$ cat src/hw/ssp_pkg.sv
// constants, types and register map of the step-rate profiler
package ssp_pkg;

  // clock and time base
  localparam int CLK_HZ = 40_000_000;
  localparam int CLK_PERIOD_NS = 25;
  localparam int MS_TIME_NS = 1_000_000;
  localparam int MS_CYC = MS_TIME_NS / CLK_PERIOD_NS;
  localparam logic [25:0] CLK_HZ_W = 26'(CLK_HZ);

  // minimum rate in pulses per second and its period in clock cycles
  localparam logic [15:0] MIN_RATE = 16'h003E;
  localparam logic [25:0] PER_MIN = 26'(CLK_HZ / 62);

  // register bus
  localparam int ADDR_W = 8;
  localparam int DATA_W = 32;
  localparam logic [7:0] CTRL_OFF = 8'h00;
  localparam logic [7:0] TARGET_OFF = 8'h04;
  localparam logic [7:0] ACCEL_OFF = 8'h08;
  localparam logic [7:0] TBASE_OFF = 8'h0C;
  localparam logic [7:0] CMD_OFF = 8'h10;
  localparam logic [7:0] COUNT_OFF = 8'h14;
  localparam logic [7:0] STATUS_OFF = 8'h18;
  localparam logic [7:0] REMAIN_OFF = 8'h1C;

  // command bit positions
  localparam int CMD_TOGGLE = 0;
  localparam int CMD_SINGLE = 1;
  localparam int CMD_MOVE = 2;
  localparam int CMD_UPDATE = 3;

  // status field positions
  localparam int ST_LSB = 0;
  localparam int RATE_LSB = 16;

  // values after reset
  localparam logic [7:0] CTRL_RST = 8'h41;
  localparam logic [15:0] TARGET_RST = 16'h0064;
  localparam logic [7:0] ACCEL_RST = 8'h00;
  localparam logic [7:0] TBASE_RST = 8'h00;
  localparam logic [15:0] COUNT_RST = 16'h0000;

  typedef struct packed {
    logic step_level;
    logic sync_rectify_low;
    logic microstep_sel1;
    logic microstep_sel0;
    logic dir;
    logic chip_clear_low;
    logic standby_low;
    logic bridge_on_low;
  } ssp_ctrl_s;

  typedef enum logic [2:0] {
    ST_IDLE = 3'b000,
    ST_RUN = 3'b001,
    ST_STOP = 3'b010,
    ST_MOVE = 3'b011
  } ssp_state_e;

endpackage

$ cat src/hw/ssp_profiler.sv
// step-rate profiler: ramped runs, counted moves, single steps
// Summary of operation
// - every continuous run starts at 62 pulses per second
// - each rate change in a run moves the present rate by the 8-bit increment toward the target, or onto the target when it is nearer
// - rate changes are spaced by the 8-bit time base in milliseconds
// - rate holds once it reaches the target
// - stop ramps down by the same increment and time base, then ceases
// - one shared increment and time base serve both ramps
// - toggle command starts continuous stepping, second toggle stops it
// - new target taken while running, refused while halted
// - single-step command issues exactly one step pulse
// - driver steps on rising edge; host may set step line directly
// - counted move emits 0 to 65535 pulses at target rate, then stops
// - counted move runs at constant rate with no ramp
`timescale 1ns/1ps
module ssp_profiler
  import ssp_pkg::*;
#(
  parameter int MS_CYCLES = MS_CYC
)
(
  input wire logic mclk_i,
  input wire logic rst_i,
  input wire logic ce_i,
  input wire logic [ADDR_W-1:0] addr_i,
  input wire logic [DATA_W-1:0] wdata_i,
  input wire logic wr_i,
  input wire logic rd_i,
  output logic [DATA_W-1:0] rdata_o,
  output logic bridge_on_low_o,
  output logic standby_low_o,
  output logic chip_clear_low_o,
  output logic dir_o,
  output logic microstep_sel0_o,
  output logic microstep_sel1_o,
  output logic sync_rectify_low_o,
  output logic step_o
);

  function automatic logic hit(input logic [ADDR_W-1:0] a,
                               input logic [ADDR_W-1:0] off);
    hit = (a == off);
  endfunction

  function automatic logic [15:0] clamp_rate(input logic [15:0] v);
    clamp_rate = (v < MIN_RATE) ? MIN_RATE : v;
  endfunction

  ssp_ctrl_s ctrl_r;
  logic [15:0] target_r;
  logic [7:0] accel_r;
  logic [7:0] tbase_r;
  logic [15:0] count_r;
  ssp_state_e state_r;
  logic [15:0] rate_r;
  logic [15:0] tgt_live_r;
  logic [15:0] left_r;
  logic fin_r;
  logic [15:0] ms_cnt_r;
  logic [7:0] tb_cnt_r;
  logic [15:0] div_rate_r;
  logic [15:0] div_den_r;
  logic [15:0] div_rem_r;
  logic [25:0] div_quo_r;
  logic [4:0] div_idx_r;
  logic div_busy_r;
  logic [25:0] per_new_r;
  logic per_ok_r;
  logic [25:0] per_act_r;
  logic [25:0] ph_cnt_r;

  logic cmd_wr;
  logic start_run;
  logic start_single;
  logic start_move;
  logic stop_req;
  logic upd_req;
  logic ramping;
  logic ms_tick;
  logic chg_now;
  logic gen_on;
  logic wrap;
  logic stop_last;
  logic [25:0] hi_len;
  logic [16:0] up_sum;
  logic [16:0] rem_sh;
  logic rem_ge;
  logic div_done;
  logic [25:0] div_res;

  // command decode: toggle wins over move, move over single
  assign cmd_wr = ce_i && wr_i && hit(addr_i, CMD_OFF);
  assign start_run = cmd_wr && wdata_i[CMD_TOGGLE]
                     && (state_r == ST_IDLE);
  assign stop_req = cmd_wr && wdata_i[CMD_TOGGLE] && (state_r == ST_RUN);
  assign start_move = cmd_wr && !wdata_i[CMD_TOGGLE] && wdata_i[CMD_MOVE]
                      && (state_r == ST_IDLE) && (count_r != 16'h0000);
  assign start_single = cmd_wr && !wdata_i[CMD_TOGGLE]
                        && !wdata_i[CMD_MOVE] && wdata_i[CMD_SINGLE]
                        && (state_r == ST_IDLE);
  assign upd_req = cmd_wr && wdata_i[CMD_UPDATE] && (state_r == ST_RUN);

  assign ramping = (state_r == ST_RUN) || (state_r == ST_STOP);
  assign ms_tick = ramping && (ms_cnt_r == 16'(MS_CYCLES - 1));
  // time base 0 and 1 both give one change per millisecond
  assign chg_now = ms_tick
                   && ({1'b0, tb_cnt_r} + 9'h001 >= {1'b0, tbase_r});
  assign up_sum = {1'b0, rate_r} + {9'h000, accel_r};
  assign stop_last = (accel_r == 8'h00)
                     || ({1'b0, rate_r} <= {1'b0, MIN_RATE}
                         + {9'h000, accel_r});

  assign gen_on = (state_r != ST_IDLE) && per_ok_r;
  assign wrap = gen_on && (ph_cnt_r == per_act_r - 26'h0000001);
  assign hi_len = per_act_r - (per_act_r >> 1);

  assign rem_sh = {div_rem_r, CLK_HZ_W[div_idx_r]};
  assign rem_ge = (rem_sh >= {1'b0, div_den_r});
  assign div_done = div_busy_r && (div_idx_r == 5'h00);
  assign div_res = {div_quo_r[24:0], rem_ge};

  // register writes
  always_ff @(posedge mclk_i or posedge rst_i)
  begin
    if (rst_i)
    begin
      ctrl_r <= ssp_ctrl_s'(CTRL_RST);
      target_r <= TARGET_RST;
      accel_r <= ACCEL_RST;
      tbase_r <= TBASE_RST;
      count_r <= COUNT_RST;
    end
    else if (ce_i && wr_i)
    begin
      // pin levels are the host's to set before any stepping
      if (hit(addr_i, CTRL_OFF))
        ctrl_r <= ssp_ctrl_s'(wdata_i[7:0]);
      if (hit(addr_i, TARGET_OFF))
        target_r <= wdata_i[15:0];
      // one increment and one time base for both ramps
      if (hit(addr_i, ACCEL_OFF))
        accel_r <= wdata_i[7:0];
      if (hit(addr_i, TBASE_OFF))
        tbase_r <= wdata_i[7:0];
      if (hit(addr_i, COUNT_OFF))
        count_r <= wdata_i[15:0];
    end
  end

  // read port: data valid only in the cycle after the strobe
  always_ff @(posedge mclk_i or posedge rst_i)
  begin
    if (rst_i)
      rdata_o <= 32'h0000_0000;
    else if (ce_i)
    begin
      rdata_o <= 32'h0000_0000;
      if (rd_i)
      begin
        if (hit(addr_i, CTRL_OFF))
          rdata_o <= {24'h000000, ctrl_r};
        else if (hit(addr_i, TARGET_OFF))
          rdata_o <= {16'h0000, target_r};
        else if (hit(addr_i, ACCEL_OFF))
          rdata_o <= {24'h000000, accel_r};
        else if (hit(addr_i, TBASE_OFF))
          rdata_o <= {24'h000000, tbase_r};
        else if (hit(addr_i, COUNT_OFF))
          rdata_o <= {16'h0000, count_r};
        else if (hit(addr_i, STATUS_OFF))
          rdata_o <= {rate_r, 13'h0000, state_r};
        else if (hit(addr_i, REMAIN_OFF))
          rdata_o <= {16'h0000, left_r};
      end
    end
  end

  // millisecond tick and time-base interval
  always_ff @(posedge mclk_i or posedge rst_i)
  begin
    if (rst_i)
    begin
      ms_cnt_r <= 16'h0000;
      tb_cnt_r <= 8'h00;
    end
    else if (ce_i)
    begin
      if (!ramping)
      begin
        ms_cnt_r <= 16'h0000;
        tb_cnt_r <= 8'h00;
      end
      else if (ms_tick)
      begin
        ms_cnt_r <= 16'h0000;
        tb_cnt_r <= chg_now ? 8'h00 : tb_cnt_r + 8'h01;
      end
      else
        ms_cnt_r <= ms_cnt_r + 16'h0001;
    end
  end

  // motion sequencer
  always_ff @(posedge mclk_i or posedge rst_i)
  begin
    if (rst_i)
    begin
      state_r <= ST_IDLE;
      rate_r <= MIN_RATE;
      tgt_live_r <= MIN_RATE;
      left_r <= 16'h0000;
      fin_r <= 1'b0;
    end
    else if (ce_i)
    begin
      unique case (state_r)
        ST_IDLE:
        begin
          fin_r <= 1'b0;
          if (start_run)
          begin
            state_r <= ST_RUN;
            rate_r <= MIN_RATE;
            tgt_live_r <= clamp_rate(target_r);
          end
          else if (start_move)
          begin
            state_r <= ST_MOVE;
            rate_r <= clamp_rate(target_r);
            left_r <= count_r;
          end
          else if (start_single)
          begin
            state_r <= ST_MOVE;
            rate_r <= MIN_RATE;
            left_r <= 16'h0001;
          end
        end
        ST_RUN:
        begin
          if (stop_req)
            state_r <= ST_STOP;
          if (upd_req)
            tgt_live_r <= clamp_rate(target_r);
          if (chg_now && !stop_req)
          begin
            if (rate_r < tgt_live_r)
              rate_r <= (up_sum >= {1'b0, tgt_live_r}) ? tgt_live_r
                        : up_sum[15:0];
            else if (rate_r > tgt_live_r)
              rate_r <= (rate_r - tgt_live_r <= {8'h00, accel_r})
                        ? tgt_live_r : rate_r - {8'h00, accel_r};
          end
        end
        ST_STOP:
        begin
          if (chg_now && !fin_r)
          begin
            if (stop_last)
            begin
              fin_r <= 1'b1;
              rate_r <= MIN_RATE;
            end
            else
              rate_r <= rate_r - {8'h00, accel_r};
          end
          // cease on a period boundary so the last pulse is whole
          if (fin_r && wrap)
            state_r <= ST_IDLE;
        end
        ST_MOVE:
        begin
          // rate_r is left alone here: no ramp in a counted move
          if (wrap)
          begin
            left_r <= left_r - 16'h0001;
            if (left_r == 16'h0001)
              state_r <= ST_IDLE;
          end
        end
        default:
          state_r <= ST_IDLE;
      endcase
    end
  end

  // period divider: clock rate over pulse rate, restoring, 26 cycles
  always_ff @(posedge mclk_i or posedge rst_i)
  begin
    if (rst_i)
    begin
      div_rate_r <= MIN_RATE;
      div_den_r <= MIN_RATE;
      div_rem_r <= 16'h0000;
      div_quo_r <= 26'h0000000;
      div_idx_r <= 5'h00;
      div_busy_r <= 1'b0;
      per_new_r <= PER_MIN;
      per_ok_r <= 1'b0;
    end
    else if (ce_i)
    begin
      if (start_run || start_single)
      begin
        div_busy_r <= 1'b0;
        div_rate_r <= MIN_RATE;
        per_new_r <= PER_MIN;
        per_ok_r <= 1'b1;
      end
      else if (start_move)
      begin
        // zero never matches a clamped rate, so a divide always follows
        div_busy_r <= 1'b0;
        div_rate_r <= 16'h0000;
        per_ok_r <= 1'b0;
      end
      else if (div_busy_r)
      begin
        div_rem_r <= rem_ge ? 16'(rem_sh - {1'b0, div_den_r})
                     : rem_sh[15:0];
        div_quo_r <= {div_quo_r[24:0], rem_ge};
        div_idx_r <= div_idx_r - 5'h01;
        if (div_idx_r == 5'h00)
        begin
          div_busy_r <= 1'b0;
          per_new_r <= {div_quo_r[24:0], rem_ge};
          per_ok_r <= 1'b1;
        end
      end
      else if (rate_r != div_rate_r)
      begin
        div_busy_r <= 1'b1;
        div_rate_r <= rate_r;
        div_den_r <= rate_r;
        div_rem_r <= 16'h0000;
        div_quo_r <= 26'h0000000;
        div_idx_r <= 5'h19;
      end
    end
  end

  // pulse generator; a new period takes effect at the next boundary
  always_ff @(posedge mclk_i or posedge rst_i)
  begin
    if (rst_i)
    begin
      ph_cnt_r <= 26'h0000000;
      per_act_r <= PER_MIN;
      step_o <= 1'b0;
    end
    else if (ce_i)
    begin
      if (!gen_on)
      begin
        ph_cnt_r <= 26'h0000000;
        // first pulse must not inherit a stale period from the last motion
        if (start_run || start_single)
          per_act_r <= PER_MIN;
        else if (div_done)
          per_act_r <= div_res;
        else
          per_act_r <= per_new_r;
        step_o <= ctrl_r.step_level;
      end
      else
      begin
        if (wrap)
        begin
          ph_cnt_r <= 26'h0000000;
          per_act_r <= per_new_r;
        end
        else
          ph_cnt_r <= ph_cnt_r + 26'h0000001;
        step_o <= (ph_cnt_r < hi_len);
      end
    end
  end

  // driver control pins straight from the control register
  always_ff @(posedge mclk_i or posedge rst_i)
  begin
    if (rst_i)
    begin
      bridge_on_low_o <= CTRL_RST[0];
      standby_low_o <= CTRL_RST[1];
      chip_clear_low_o <= CTRL_RST[2];
      dir_o <= CTRL_RST[3];
      microstep_sel0_o <= CTRL_RST[4];
      microstep_sel1_o <= CTRL_RST[5];
      sync_rectify_low_o <= CTRL_RST[6];
    end
    else if (ce_i)
    begin
      bridge_on_low_o <= ctrl_r.bridge_on_low;
      standby_low_o <= ctrl_r.standby_low;
      chip_clear_low_o <= ctrl_r.chip_clear_low;
      dir_o <= ctrl_r.dir;
      microstep_sel0_o <= ctrl_r.microstep_sel0;
      microstep_sel1_o <= ctrl_r.microstep_sel1;
      sync_rectify_low_o <= ctrl_r.sync_rectify_low;
    end
  end

  a_start_min_rate: assert property (
    @(posedge mclk_i) disable iff (rst_i)
    start_run |=> (rate_r == MIN_RATE) && (state_r == ST_RUN))
    else $error("run did not start at minimum rate");

  a_ramp_up_add: assert property (
    @(posedge mclk_i) disable iff (rst_i)
    ce_i && chg_now && (state_r == ST_RUN) && !stop_req
    && (up_sum < {1'b0, tgt_live_r})
    |=> rate_r == $past(rate_r) + {8'h00, $past(accel_r)})
    else $error("ramp step not equal to increment");

  a_change_spacing: assert property (
    @(posedge mclk_i) disable iff (rst_i)
    ce_i && (state_r == ST_RUN) && !chg_now && !upd_req
    |=> $stable(rate_r))
    else $error("rate changed outside a time-base instant");

  a_hold_target: assert property (
    @(posedge mclk_i) disable iff (rst_i)
    ce_i && (state_r == ST_RUN) && (rate_r == tgt_live_r) && !stop_req
    |=> rate_r == $past(tgt_live_r))
    else $error("rate left target");

  a_stop_ramp_down: assert property (
    @(posedge mclk_i) disable iff (rst_i)
    ce_i && (state_r == ST_STOP) && chg_now && !fin_r && !stop_last
    |=> rate_r == $past(rate_r) - {8'h00, $past(accel_r)})
    else $error("stop ramp step wrong");

  a_refuse_update: assert property (
    @(posedge mclk_i) disable iff (rst_i)
    ce_i && cmd_wr && wdata_i[CMD_UPDATE] && (state_r != ST_RUN)
    && !start_run |=> $stable(tgt_live_r))
    else $error("target taken while halted");

  a_single_one: assert property (
    @(posedge mclk_i) disable iff (rst_i)
    start_single |=> (state_r == ST_MOVE) && (left_r == 16'h0001))
    else $error("single step not one pulse");

  a_move_done: assert property (
    @(posedge mclk_i) disable iff (rst_i)
    ce_i && (state_r == ST_MOVE) && wrap && (left_r == 16'h0001)
    |=> state_r == ST_IDLE)
    else $error("move did not stop after last pulse");

  a_move_constant: assert property (
    @(posedge mclk_i) disable iff (rst_i)
    (state_r == ST_MOVE) && ($past(state_r) == ST_MOVE) |-> $stable(rate_r))
    else $error("rate changed during counted move");

  a_pulse_high: assert property (
    @(posedge mclk_i) disable iff (rst_i || !ce_i)
    ce_i && gen_on && (ph_cnt_r == 26'h0000000) |=> step_o [*8])
    else $error("step pulse too short");

endmodule // ssp_profiler

$ cat config.mk
export PLATFORM = sky130hd
export DESIGN_NAME = ssp_profiler
export DESIGN_NICKNAME = d
export VERILOG_FILES = /design/src/hw/ssp_pkg.sv /design/src/hw/ssp_profiler.sv
export SDC_FILE = /design/constraint.sdc
export NUM_CORES = 1
export LEC_CHECK = 0
export BUFFER_PORTS_ARGS = -buffer_cell sky130_fd_sc_hd__buf_2
export CELL_PAD_IN_SITES_DETAIL_PLACEMENT = 1
export CELL_PAD_IN_SITES_GLOBAL_PLACEMENT = 1
export CORE_UTILIZATION = 45
export CTS_CLUSTER_DIAMETER = 100
export DETAILED_ROUTE_END_ITERATION = 10
export GPL_TIMING_DRIVEN = 0
export MAX_ROUTING_LAYER = met4
export PLACE_DENSITY = 0.81
export REMOVE_ABC_BUFFERS = 1
export SETUP_SLACK_MARGIN = 0.05
export SLEW_MARGIN = 20
export SYNTH_ARGS = -nofsm -noshare
export SYNTH_HDL_FRONTEND = slang
export SYNTH_SLANG_ARGS = --single-unit
$ cat constraint.sdc
create_clock -name mclk_i -period 18.2 [get_ports mclk_i]
set_input_delay 2.73 -clock mclk_i [delete_from_list [all_inputs] [get_ports mclk_i]]
set_output_delay 2.73 -clock mclk_i [all_outputs]
set_load 0.05 [all_outputs]
==> impl_results.md <==
* Status: complete, no violations
* Final GP Congestion at 0.934
* DRC at 0
* Initial drt markers at 1236
* Final Instance Area at 24600 um^2
* Initial cell density of the core at 45.6%
* Ys flop type: dfrtp_1
* RSZ-0062 raised after global routing: no
* Antenna violations before repair at 0
* PnR worst setup slack at 11990 ps
* Final slew viol count at 0
* Commonest non-fill, non-tap cell in the layout: dfrtp_1
* Root Buffer: clkbuf_16
* DR pass1 iterations at 5
* Hold path cells at 1
* Number of fill cells at 5644
* Post-Place Setup Slack at 11060 ps
* Vias at 19300
* H-tree levels at 2
* Post-CTS Hold Buffers at 0
* Peak VDD IR at 0.0000911 V
* Layout cells sized above 1 at 11.4%
* Die Y at 224 um
* Final Cycle Share at 34.1%
* Site Rows at 81
* Setup Buffers After CTS at 0
* CTS Buf Count at 39
* Total clock sinks at 329
* Post-CTS Resized at 0
* Placed cell area at 23300 um^2
* Critical Path AT at 6670 ps
* Dpl hpwl at 50.5 mm
* Number of synthesized flops with an enable pin at 0
* Setup TNS at 0 ps
* Count of final hold-check violations at 0
* Worst Hold Launch: rdata_o[9]
* Final Setup Violations at 0
* Worst-margin pin slew at 1110 ps
* Largest net degree at the start of global routing at 104
* GRT Total Usage at 28.5%
* Diode count at 0
* Cell Area, Synth at 22300 um^2
* Critical Path Fanout Max at 52
* WS Path Type: in2reg
* Synth-to-Final Area Change at 10.7%
* Highest-count cells in the layout ignoring fill and taps: dfrtp_1, nand2_1, o21ai_0, ha_1, nor2_1
* Pwr Density at 176 nW/um^2
* DIE AREA at 50400 um^2
* Reg2reg start: accel_r[1]
* Layout Skew at 22.1 ps
* Async S/R FF share, synth at 100%
* Util after Layout at 50.5%
* Leakage at 11.1 nW
* CP startpoint kind: primary input
* Final wirelength at 68.9 mm
* # nets final at 2732
* Fmax at 161 MHz
* Width of the die at 224 um
* Post-route ant nets at 0
* CTS tree: yes
* Clk_lat worst skew at 570 ps
* Hold Path End: rdata_o[9]
* Post-Synthesis Cells at 2497
* Hold WS at 476 ps
* Hold crit path type: reg2reg
* Via density per instance at 6.04
* I/O Buffers at 68
* Max-cap check violation count at 0
* WL/cell at 21.5 um
* Synth unique cells at 83
* Clock transition at path regs at 60 ps
* Reg2Reg Depth at 18
* Core area at 48800 um^2
* Critical path endpoint category: flip-flop
* R2R Path End: rate_r[15]
* Final Critical Period at 6210 ps
* Yosys reg bits at 329
* Required @ worst endpoint at 18660 ps
* Register area share after synthesis at 37.2%
* Number of global-route vias before repair at 20300
* Rel. slew slack at 25.7%
* CTS max path bufs at 3
* Synth warn at 0
* Flop-to-flop setup slack at 12990 ps
* I/O pins at 85
* Mapped Avg Cell Area at 8.92 um^2
* First-pass GRT wire length at 112 mm
* Grt ovf at 0
-- registers in the layout (all words and copies together), names as in the netlist, 16 cells and up --
name / cells
rdata_o: 32
per_act_r: 26
per_new_r: 26
ph_cnt_r: 26
div_quo_r: 25
count_r: 16
div_den_r: 16
div_rate_r: 16
div_rem_r: 16
left_r: 16
ms_cnt_r: 16
rate_r: 16
target_r: 16
tgt_live_r: 16
-- per-layer routing --
| layer | vias to the layer above | share of wire [%] | global-route usage [%] |
|---|---|---|---|
| li1 | 8956 | - | - |
| met1 | 9853 | 46 | 38.1 |
| met2 | 404 | 47 | 45.3 |
| met3 | 107 | 4.4 | 3.62 |
| met4 | 0 | 2.5 | 8.21 |
| met5 | - | 0 | - |
-- critical path, stage by stage --
cell	delay (ps)
buf_4	520
nand3b_1	290
nor3_2	400
nand2_1	200
a311o_1	430
a31o_1	300
a221oi_4	520
buf_8	250
and2_0	500
o21ai_1	140
o31a_1	310
-- cell usage after synthesis (31+ instances only) --
cell      instances  area (um^2)
dfrtp_1         284         7110
nand2_1         274         1030
o21ai_0         223         1120
ha_1            178         2230
nor2_1          171          642
inv_1           141          529
a21oi_1         120          601
clkbuf_1        102          383
xnor2_1          91          797
xor2_1           78          683
nand3_1          68          340
mux2_2           54          608
nor3_1           48          240
dfstp_2          45         1180
a22o_1           42          368
mux2i_1          39          390
nand4_1          39          244
nor4_1           36          225
a31oi_1          33          206
a21o_1           31          233
-- how the worst max path moves through the flow --
stage	from	end	slack [ps]	cells past startpoint
2_1_floorplan	rst_i	accel_r[0]	6430	1
3_3_place_gp	rst_i	rdata_o[30]	2640	2
3_5_place_dp	ce_i	rate_r[9]	11060	9
4_1_cts	ce_i	rate_r[9]	11670	9
5_1_grt	ce_i	rate_r[9]	11860	11
6_report	ce_i	rate_r[9]	11990	11
-- kinds of logic (layout without fill, tap and decap cells) --
kind of cell / after synthesis / in the layout / synth area share [%]
mux: 93 / 93 / 4.48
xor+xnor: 169 / 169 / 6.65
fa+ha+maj: 184 / 184 / 10.5
flops: 329 / 329 / 37.2
simple gates: 801 / 801 / 17.4
compound gates: 661 / 661 / 19.3
buf+inv: 260 / 297 / 4.44
-- through the flow --
stage | instances | total power [mW]
4_1_cts | 3198 | 4.33
2_1_floorplan | 2379 | 2.81
3_5_place_dp | 3126 | 3.48
6_report | 3198 | 4.34
5_1_grt | 3198 | 4.66
3_3_place_gp | 3111 | 3.32
-- power by group --
group          internal (mW)  switching, mW  leakage, nW
logic                  0.985           1.44         6.28
clock network          0.476          0.341        0.654
registers              0.893          0.203         4.18
total                   2.35           1.98         11.1
-- final cells by class --
| class | instances | area [um^2] | share of cell area [%] |
|---|---|---|---|
| inverters | 142 | 541 | 2.19 |
| clock inverters | 20 | 228 | 0.924 |
| flip-flops and latches | 329 | 8290 | 33.6 |
| repair buffers | 83 | 571 | 2.31 |
| clock buffers | 52 | 1100 | 4.48 |
| well taps | 664 | 831 | 3.37 |
| multi-input cells | 1908 | 13100 | 53.1 |
Note: power is estimated with default switching activity, not from simulation.
